### config.mk
export PLATFORM = sky130hd
export DESIGN_NAME = ssr_top
export DESIGN_NICKNAME = d
export VERILOG_FILES = /design/src/hw/ssr_pkg.sv /design/src/hw/ssr_top.sv /design/src/hw/ssr_irq_bit.sv /design/src/hw/ssr_crc_word.sv
export VERILOG_INCLUDE_DIRS = /design/src /design/src/hw
export SDC_FILE = /design/constraint.sdc
export NUM_CORES = 1
export LEC_CHECK = 0
export ABC_CLOCK_PERIOD_IN_PS = 2500
export BUFFER_PORTS_ARGS = -buffer_cell sky130_fd_sc_hd__buf_2
export CORE_UTILIZATION = 35
export DETAILED_ROUTE_END_ITERATION = 16
export PLACE_DENSITY = 0.55
export SLEW_MARGIN = 10
export SYNTH_ARGS = -nofsm -noshare
export SYNTH_HDL_FRONTEND = slang
export SYNTH_HIERARCHICAL = 1
export SYNTH_SLANG_ARGS = --single-unit
### constraint.sdc
create_clock -name CLK_IN -period 2.5 [get_ports CLK_IN]
set_input_delay 0.375 -clock CLK_IN [delete_from_list [all_inputs] [get_ports CLK_IN]]
set_output_delay 0.375 -clock CLK_IN [all_outputs]
set_load 0.05 [all_outputs]
### src/hw/ssr_consts.svh
/*
 Constants of the sensor status and readout register bank: register
 offsets, status field positions, reset values and checksum settings.
 Assumes inclusion by bare name from every design file that needs it.
*/
`ifndef SSR_CONSTS_SVH
`define SSR_CONSTS_SVH

// ----------------------------------------------------------------
// register offsets
// ----------------------------------------------------------------
`define SSR_A_THRESH 16'h000f
`define SSR_A_STATUS 16'h0107
`define SSR_A_CRC 16'h0108
`define SSR_A_TEMP 16'h0110
`define SSR_A_BZ1 16'h0111
`define SSR_A_BZ0 16'h0112
`define SSR_A_BX1 16'h0113
`define SSR_A_BX0 16'h0114
`define SSR_A_POS0 16'h0120
`define SSR_A_POS1 16'h0121
`define SSR_A_POS2 16'h0122
`define SSR_A_IRQ_STAT 16'h0130
`define SSR_A_IRQ_MASK 16'h0131
`define SSR_A_ORIENT 16'h0132

// ----------------------------------------------------------------
// status word field positions
// ----------------------------------------------------------------
`define SSR_B_READY 15
`define SSR_B_WEAK 14
`define SSR_B_ANGLE 13
`define SSR_B_SCALE 12
`define SSR_B_SENS 11
`define SSR_B_RANGE 10
`define SSR_B_HIST 9
`define SSR_B_CALC 8
`define SSR_B_ORIENT 1
`define SSR_B_NVM 0

// ----------------------------------------------------------------
// interrupt bits, orientation control bits, widths
// ----------------------------------------------------------------
`define SSR_IRQ_DONE 0
`define SSR_IRQ_WEAK 1
`define SSR_IRQ_FAULT 2
`define SSR_IRQ_NVM 3
`define SSR_IRQ_W 4
`define SSR_OR_FORCE 0
`define SSR_OR_VALUE 1
`define SSR_N_WORDS 8

// ----------------------------------------------------------------
// reset values and checksum settings
// ----------------------------------------------------------------
`define SSR_ZERO16 16'h0000
`define SSR_THRESH_RST 16'h0010
`define SSR_MASK_RST 4'h0
`define SSR_ORIENT_RST 2'h0
`define SSR_CRC_POLY 16'h1021
`define SSR_CRC_INIT 16'hffff

`endif

### src/hw/ssr_pkg.sv
/*
 Types of the sensor status and readout register bank.
 Assumes the constants header is compiled alongside.
*/
`default_nettype none

package ssr_pkg;

	typedef logic [15:0] ssr_word_t;

	// words in address order: temperature, four field words, three position words
	typedef ssr_word_t [7:0] ssr_result_t;

	typedef struct packed {
		logic angle_fix_overflow;
		logic scale_overflow;
		logic sensitivity_overflow;
		logic converter_range_warning;
		logic histogram_fault;
	} ssr_flags_t;

	typedef struct packed {
		logic [15:0] addr;
		logic [15:0] wdata;
		logic wr;
		logic rd;
	} ssr_bus_req_t;

	typedef enum logic [2:0] {
		SSR_ST_NOTREADY = 3'b001,
		SSR_ST_CALC = 3'b010,
		SSR_ST_DONE = 3'b100
	} ssr_phase_t;

	typedef struct packed {
		logic pending;
	} ssr_irq_state_t;

	typedef struct packed {
		ssr_phase_t phase;
		ssr_result_t result;
		ssr_flags_t flags;
		logic field_too_weak;
		logic orient_detected;
		logic nvm_write_done;
		logic [15:0] thresh;
		logic [3:0] irq_mask;
		logic [1:0] orient_ctl;
		logic [15:0] checksum;
		logic [15:0] rdata;
	} ssr_top_state_t;

endpackage

`default_nettype wire

### src/hw/ssr_top.sv
/*
 Status and readout register bank of a magnetic position sensor: status
 word, checksum, temperature and result words, threshold and interrupt
 registers behind a plain read/write port.
 Assumes the processing chain delivers results, flags and strobes
 synchronous to CLK_IN, and that strobes on the port are one cycle long.
*/
// The plain strobed port is this design's own decision.
// How it works
// - Status bit 15 reads 1 after a measurement finished and 0 while calculating or not ready.
// - The ready output pin always shows the same level as status bit 15.
// - Result words at 0110h-0114h and 0120h-0122h are stored by the same edge that raises bit 15.
// - Status bit 14 is set when the field magnitude is too low for a valid position.
// - The field is compared against the threshold in bits 7 to 0 of register 000Fh.
// - Status bit 13 is set when the ambiguous-angle correction overflows.
// - Status bit 11 is set when the temperature sensitivity correction overflows.
// - Status bit 9 is set when the converter histogram check fails.
// - Status bit 8 is the OR of bits 10, 9, 12 and 11.
// - Status bit 1 shows the magnet orientation in use, detected or configured.
// - Status bit 0 reads 0 during a memory write cycle and 1 once it is complete.
// - A read-only checksum word at 0108h covers the stored result words.
// - The temperature word at 0110h reads as (degrees Celsius - 25) times 200.
`timescale 1ns/1ps
`default_nettype none
`include "ssr_consts.svh"

module ssr_top (
	input wire logic CLK_IN,
	input wire logic RST_N_IN,
	input wire ssr_pkg::ssr_bus_req_t BUS_IN,
	output ssr_pkg::ssr_word_t REG_RDATA_OUT,
	input wire logic MEAS_START_IN,
	input wire logic MEAS_DONE_IN,
	input wire ssr_pkg::ssr_result_t RESULT_IN,
	input wire ssr_pkg::ssr_flags_t FLAGS_IN,
	input wire logic [7:0] FIELD_MAG_IN,
	input wire logic ORIENT_DETECT_IN,
	input wire logic NVM_BUSY_IN,
	output logic READY_OUT,
	output logic IRQ_OUT
);
	import ssr_pkg::*;

	// ----------------------------------------------------------------
	// state and combinational nets
	// ----------------------------------------------------------------
	ssr_top_state_t s_reg;
	ssr_top_state_t s_next;

	ssr_word_t status_word;
	ssr_word_t read_mux;
	ssr_word_t crc_chain [0:`SSR_N_WORDS];
	logic [`SSR_IRQ_W-1:0] irq_set;
	logic [`SSR_IRQ_W-1:0] irq_clr;
	logic [`SSR_IRQ_W-1:0] irq_pending;
	logic wr_status_irq;
	logic new_weak;
	logic new_fault;
	logic orient_in_use;
	logic ready_flag;

	// ----------------------------------------------------------------
	// checksum over the incoming result words
	// ----------------------------------------------------------------
	assign crc_chain[0] = `SSR_CRC_INIT;

	genvar gi;
	generate
		for (gi = 0; gi < `SSR_N_WORDS; gi++) begin : g_crc
			ssr_crc_word u_crc (
				.crc_in(crc_chain[gi]),
				.data_in(RESULT_IN[gi]),
				.crc_out(crc_chain[gi+1])
			);
		end
	endgenerate

	// ----------------------------------------------------------------
	// flags about to be captured with a finished measurement
	// ----------------------------------------------------------------
	assign new_weak = (FIELD_MAG_IN < s_reg.thresh[7:0]);

	assign new_fault = FLAGS_IN.converter_range_warning
		| FLAGS_IN.histogram_fault
		| FLAGS_IN.scale_overflow
		| FLAGS_IN.sensitivity_overflow;

	// configured orientation overrides the detected one
	assign orient_in_use = s_reg.orient_ctl[`SSR_OR_FORCE]
		? s_reg.orient_ctl[`SSR_OR_VALUE]
		: s_reg.orient_detected;

	assign ready_flag = (s_reg.phase == SSR_ST_DONE);

	// ----------------------------------------------------------------
	// status word
	// ----------------------------------------------------------------
	always_comb begin
		status_word = `SSR_ZERO16;
		status_word[`SSR_B_READY] = ready_flag;
		status_word[`SSR_B_WEAK] = s_reg.field_too_weak;
		status_word[`SSR_B_ANGLE] = s_reg.flags.angle_fix_overflow;
		status_word[`SSR_B_SCALE] = s_reg.flags.scale_overflow;
		status_word[`SSR_B_SENS] = s_reg.flags.sensitivity_overflow;
		status_word[`SSR_B_RANGE] = s_reg.flags.converter_range_warning;
		status_word[`SSR_B_HIST] = s_reg.flags.histogram_fault;
		status_word[`SSR_B_CALC] = s_reg.flags.converter_range_warning
			| s_reg.flags.histogram_fault
			| s_reg.flags.scale_overflow
			| s_reg.flags.sensitivity_overflow;
		status_word[`SSR_B_ORIENT] = orient_in_use;
		status_word[`SSR_B_NVM] = s_reg.nvm_write_done;
	end

	// ----------------------------------------------------------------
	// interrupt events and software clears
	// ----------------------------------------------------------------
	assign wr_status_irq = BUS_IN.wr && (BUS_IN.addr == `SSR_A_IRQ_STAT);

	always_comb begin
		irq_set = '0;
		irq_set[`SSR_IRQ_DONE] = MEAS_DONE_IN;
		irq_set[`SSR_IRQ_WEAK] = MEAS_DONE_IN && new_weak;
		irq_set[`SSR_IRQ_FAULT] = MEAS_DONE_IN && new_fault;
		irq_set[`SSR_IRQ_NVM] = !s_reg.nvm_write_done && !NVM_BUSY_IN;
	end

	assign irq_clr = wr_status_irq ? BUS_IN.wdata[`SSR_IRQ_W-1:0] : '0;

	generate
		for (gi = 0; gi < `SSR_IRQ_W; gi++) begin : g_irq
			ssr_irq_bit u_bit (
				.clk_in(CLK_IN),
				.rst_n_in(RST_N_IN),
				.set_in(irq_set[gi]),
				.clr_in(irq_clr[gi]),
				.pending_out(irq_pending[gi])
			);
		end
	endgenerate

	// ----------------------------------------------------------------
	// read multiplexer
	// ----------------------------------------------------------------
	always_comb begin
		read_mux = `SSR_ZERO16;
		case (BUS_IN.addr)
			`SSR_A_THRESH: begin
				read_mux = s_reg.thresh;
			end
			`SSR_A_STATUS: begin
				read_mux = status_word;
			end
			`SSR_A_CRC: begin
				read_mux = s_reg.checksum;
			end
			`SSR_A_TEMP: begin
				read_mux = s_reg.result[0];
			end
			`SSR_A_BZ1: begin
				read_mux = s_reg.result[1];
			end
			`SSR_A_BZ0: begin
				read_mux = s_reg.result[2];
			end
			`SSR_A_BX1: begin
				read_mux = s_reg.result[3];
			end
			`SSR_A_BX0: begin
				read_mux = s_reg.result[4];
			end
			`SSR_A_POS0: begin
				read_mux = s_reg.result[5];
			end
			`SSR_A_POS1: begin
				read_mux = s_reg.result[6];
			end
			`SSR_A_POS2: begin
				read_mux = s_reg.result[7];
			end
			`SSR_A_IRQ_STAT: begin
				read_mux = {12'h000, irq_pending};
			end
			`SSR_A_IRQ_MASK: begin
				read_mux = {12'h000, s_reg.irq_mask};
			end
			`SSR_A_ORIENT: begin
				read_mux = {14'h0000, s_reg.orient_ctl};
			end
			default: begin
				read_mux = `SSR_ZERO16;
			end
		endcase
	end

	// ----------------------------------------------------------------
	// next state
	// ----------------------------------------------------------------
	always_comb begin
		s_next = s_reg;

		// measurement phase
		case (s_reg.phase)
			SSR_ST_NOTREADY: begin
				if (MEAS_DONE_IN) begin
					s_next.phase = SSR_ST_DONE;
				end else if (MEAS_START_IN) begin
					s_next.phase = SSR_ST_CALC;
				end
			end
			SSR_ST_CALC: begin
				if (MEAS_DONE_IN) begin
					s_next.phase = SSR_ST_DONE;
				end
			end
			SSR_ST_DONE: begin
				if (MEAS_DONE_IN) begin
					s_next.phase = SSR_ST_DONE;
				end else if (MEAS_START_IN) begin
					s_next.phase = SSR_ST_CALC;
				end
			end
			default: begin
				s_next.phase = SSR_ST_NOTREADY;
			end
		endcase

		// results, flags and checksum land in the same edge that raises ready
		if (MEAS_DONE_IN) begin
			s_next.result = RESULT_IN;
			s_next.checksum = crc_chain[`SSR_N_WORDS];
			s_next.flags = FLAGS_IN;
			s_next.field_too_weak = new_weak;
			s_next.orient_detected = ORIENT_DETECT_IN;
		end

		s_next.nvm_write_done = !NVM_BUSY_IN;

		// only the configuration words take writes
		if (BUS_IN.wr) begin
			case (BUS_IN.addr)
				`SSR_A_THRESH: begin
					s_next.thresh = BUS_IN.wdata;
				end
				`SSR_A_IRQ_MASK: begin
					s_next.irq_mask = BUS_IN.wdata[`SSR_IRQ_W-1:0];
				end
				`SSR_A_ORIENT: begin
					s_next.orient_ctl = BUS_IN.wdata[1:0];
				end
				default: begin
					s_next.irq_mask = s_reg.irq_mask;
				end
			endcase
		end

		// read data stand only in the cycle after the strobe
		s_next.rdata = BUS_IN.rd ? read_mux : `SSR_ZERO16;
	end

	// ----------------------------------------------------------------
	// state register
	// ----------------------------------------------------------------
	always_ff @(posedge CLK_IN or negedge RST_N_IN) begin
		if (!RST_N_IN) begin
			s_reg <= '0;
			s_reg.phase <= SSR_ST_NOTREADY;
			s_reg.nvm_write_done <= 1'b1;
			s_reg.thresh <= `SSR_THRESH_RST;
			s_reg.irq_mask <= `SSR_MASK_RST;
			s_reg.orient_ctl <= `SSR_ORIENT_RST;
		end else begin
			s_reg <= s_next;
		end
	end

	// ----------------------------------------------------------------
	// outputs
	// ----------------------------------------------------------------
	assign READY_OUT = ready_flag;
	assign REG_RDATA_OUT = s_reg.rdata;
	assign IRQ_OUT = |(irq_pending & s_reg.irq_mask);

endmodule

`default_nettype wire

### src/hw/ssr_irq_bit.sv
/*
 One sticky interrupt status bit: set by a hardware pulse, cleared by a
 software pulse. Assumes both pulses are synchronous to the clock.
*/
`timescale 1ns/1ps
`default_nettype none

module ssr_irq_bit (
	input wire logic clk_in,
	input wire logic rst_n_in,
	input wire logic set_in,
	input wire logic clr_in,
	output logic pending_out
);
	import ssr_pkg::*;

	ssr_irq_state_t s_reg;
	ssr_irq_state_t s_next;

	// set wins over a clear in the same cycle
	always_comb begin
		s_next = s_reg;
		if (set_in) begin
			s_next.pending = 1'b1;
		end else if (clr_in) begin
			s_next.pending = 1'b0;
		end
	end

	always_ff @(posedge clk_in or negedge rst_n_in) begin
		if (!rst_n_in) begin
			s_reg <= '0;
		end else begin
			s_reg <= s_next;
		end
	end

	assign pending_out = s_reg.pending;

endmodule

`default_nettype wire

### src/hw/ssr_crc_word.sv
/*
 One step of the readout checksum: folds a 16-bit word into a running
 CRC, most significant bit first. Purely combinational.
*/
`timescale 1ns/1ps
`default_nettype none
`include "ssr_consts.svh"

module ssr_crc_word (
	input wire ssr_pkg::ssr_word_t crc_in,
	input wire ssr_pkg::ssr_word_t data_in,
	output ssr_pkg::ssr_word_t crc_out
);
	import ssr_pkg::*;

	always_comb begin
		logic [15:0] c;
		logic fb;
		c = crc_in;
		fb = 1'b0;
		for (int i = 15; i >= 0; i--) begin
			fb = c[15] ^ data_in[i];
			c = {c[14:0], 1'b0};
			if (fb) begin
				c = c ^ `SSR_CRC_POLY;
			end
		end
		crc_out = c;
	end

endmodule

`default_nettype wire

==> results.md <==
- Status: finished, violations left
- Violated checks: setup timing
- CTS Buffer Depth: 2
- Busiest layer in global routing: met2
- Drt pass-1 iters: 6
- Remaining DRCs: 0
- TritonCTS Buffers: 17
- Die height: 198 um
- Vias in the first global route: 11100
- Worst path slowest cell: xor3_2
- Final setup violation count: 16
- Total GRT Usage: 24.5%
- Commonest register cell after synthesis: dfrtp_1
- Initial Utilization: 35.5%
- Met3 Usage GRT: 4.39%
- Hold Crit Class: input port to flip-flop
- CP Max Fanout: 3
- Met1 Use GR: 32.9%
- Sequential area share after synthesis: 36.9%
- Final slew viol count: 0
- Layout overhead on the synthesized area: 51.1%
- Setup crit start kind: input port
- Distinct cells, synth: 63
- DR iter-0 viols: 890
- Setup slack after layout: -6.55 ns
- Antenna-violating nets left: 0
- Synthesized area per cell: 12.6 um^2
- Die X: 198 um
- Max_cap viols: 0
- Final Core Density: 53.7%
- Count of final hold-check violations: 0
- Layout cells sized above 1: 61.7%
- Routability cong.: 0.927
- CP Data Arrival Time: 9.36 ns
- Slew Limit Headroom: 47.9%
- Mapped cell area: 13400 um^2
- Commonest non-fill, non-tap cells in the layout: 397 x buf_4, 194 x dfrtp_1, 192 x buf_2, 153 x mux2_2, 148 x xnor2_1
- Met2 GRT Util: 40.6%
- CTS tree: yes
- #FFs+latches synth: 197
- Clock sink count: 197
- Most common library cell in the layout ignoring fill and taps: buf_4
- Max incr delay on CP: 0.54 ns
- Final WL: 46600 um
- Final period util: 362%
- PortBufs: 198
- Crit end category: flip-flop
- Worst skew pair latency: 0.45 ns
- Cells after DPL: 2094
- CP dominant cell by count: xnor2_4
- Clock-pin slew on the worst setup and hold paths: 0.07 ns
- DR vias/cell: 4.84
- Worst hold margin: 0.0719 ns
- Fmax achieved: 111 MHz
- Antenna violations before repair: 0
- Root Buffer: clkbuf_16
- Layout Cells excl Fill: 2183
- Synth Instances: 1059
- Synth area leader: dfrtp_1
- Largest net degree at the start of global routing: 68
- Unrepaired setup endpoints after global routing: yes
- Top cells by area, synth: dfrtp_1 36%, xnor2_1 16%, mux2_2 14%
- Site row count: 71
- Vias: 10600
- Core Region: 37700 um^2
- Tmin final: 9.05 ns
- Worst slew pin tran: 0.781 ns
- Htree depth: 4
- Final antenna diode count: 0
- Worst Clk Skew: 0.0189 ns
- Total grt overflow: 0
- Detail Placement HPWL: 37900 um
- Fill count: 3334
- Data required, critical path: 2.82 ns
- First-pass GRT wire length: 69100 um
- Io pins: 199
- Setup CP Type: input port to flip-flop
- Avg WL per Cell: 21.4 um
- Die ar.: 39000 um^2
- Max reg flops: 177
- Fin nets: 1847
- Synth top area share: 36.3%
- Yosys warning total: 6
- Number of synthesized flops with an enable pin: 0
- FFs w/ async S/R, synth: 100%
==> through the flow <==
step	setup slack [ns]	cell area, um^2	TNS, ns
2_1_floorplan	-5.58	14200	-86.50
3_3_place_gp	-7.16	18400	-114.86
3_5_place_dp	-7.33	18400	-117.34
4_1_cts	-6.57	19900	-102.97
5_1_grt	-6.90	20200	-108.29
6_report	-6.55	20200	-102.85
==> cell usage after synthesis (all sizes together), types with 2 or more instances <==
| cell | number |
|---|---|
| a221oi | 25 |
| a22oi | 5 |
| a21oi | 5 |
| a21o | 7 |
| and2 | 4 |
| xor3 | 8 |
| a32oi | 2 |
| o21ai | 4 |
| o22ai | 4 |
| dfstp | 3 |
| nand3b | 8 |
| xor2 | 96 |
| nor2 | 19 |
| nand2 | 11 |
| a22o | 23 |
| xnor3 | 32 |
| buf | 28 |
| nor3 | 12 |
| mux2 | 173 |
| clkbuf | 26 |
| a41oi | 3 |
| or4 | 4 |
| a222oi | 22 |
| ha | 7 |
| dfrtp | 194 |
| o21a | 2 |
| a31oi | 14 |
| xnor2 | 265 |
| or4b | 2 |
| nor4 | 12 |
| nor2b | 4 |
| nand3 | 2 |
| inv | 18 |
==> metal layers <==
metal	vias to the layer above	routed length [um]
met4	0	1170
met3	65	2720
li1	4902	-
met2	355	22500
met1	5242	20200
met5	-	0
==> path summary, 6_finish.rpt <==
kind                          startpoint               end  slack [ns]  cells past startpoint
min reg2reg                   s_reg[175]        s_reg[175]        0.51                      1
max reg2reg                    s_reg[60]  REG_RDATA_OUT[8]        0.67                      5
min                          NVM_BUSY_IN         s_reg[54]        0.07                      2
max                        RESULT_IN[11]         s_reg[23]       -6.55                     38
min in group asynchronous       RST_N_IN  REG_RDATA_OUT[8]        0.44                      2
max in group asynchronous       RST_N_IN        s_reg[142]        1.31                      3
==> layout make-up <==
class,count,area [um^2],share of cell area (%)
Inverter,18,67.6,0.334
Sequential cell,197,4930,24.4
Clock inverter,14,185,0.916
Timing Repair Buffer,620,4390,21.7
Multi-Input combinational cell,805,9580,47.4
Clock buffer,18,429,2.12
Tap cell,511,639,3.16
==> cells by family after synthesis <==
family,count (synthesis),share of synthesized area [%]
other,1,0.0280
and+or+nand+nor,87,4.04
xor gates and xnor gates,401,33.5
adders and majority gates,7,0.654
muxes,174,14.9
AOI/OAI and AO/OA,120,7.37
DFF,197,36.9
buffers and inverters,72,2.66
==> critical path: cells and delay by family <==
kind	cells	cell delay (ns)
XOR/XNOR	30	7.70
buffers and inverters	7	1.02
multiplexers	1	0.26
==> timing repair <==
| action | CTS | global route |
|---|---|---|
| setup buffers | 47 | 15 |
| endpoints found under the setup margin | 16 | 16 |
| hold buffers | 1 | 0 |
| endpoints found under the hold margin | 45 | 0 |
| resized for setup | 81 | 37 |
| pin swaps | 62 | 16 |
Power is left out: the tool's default activity adds up to more than one toggle a clock period on the data nets, which glitch-free logic cannot reach.
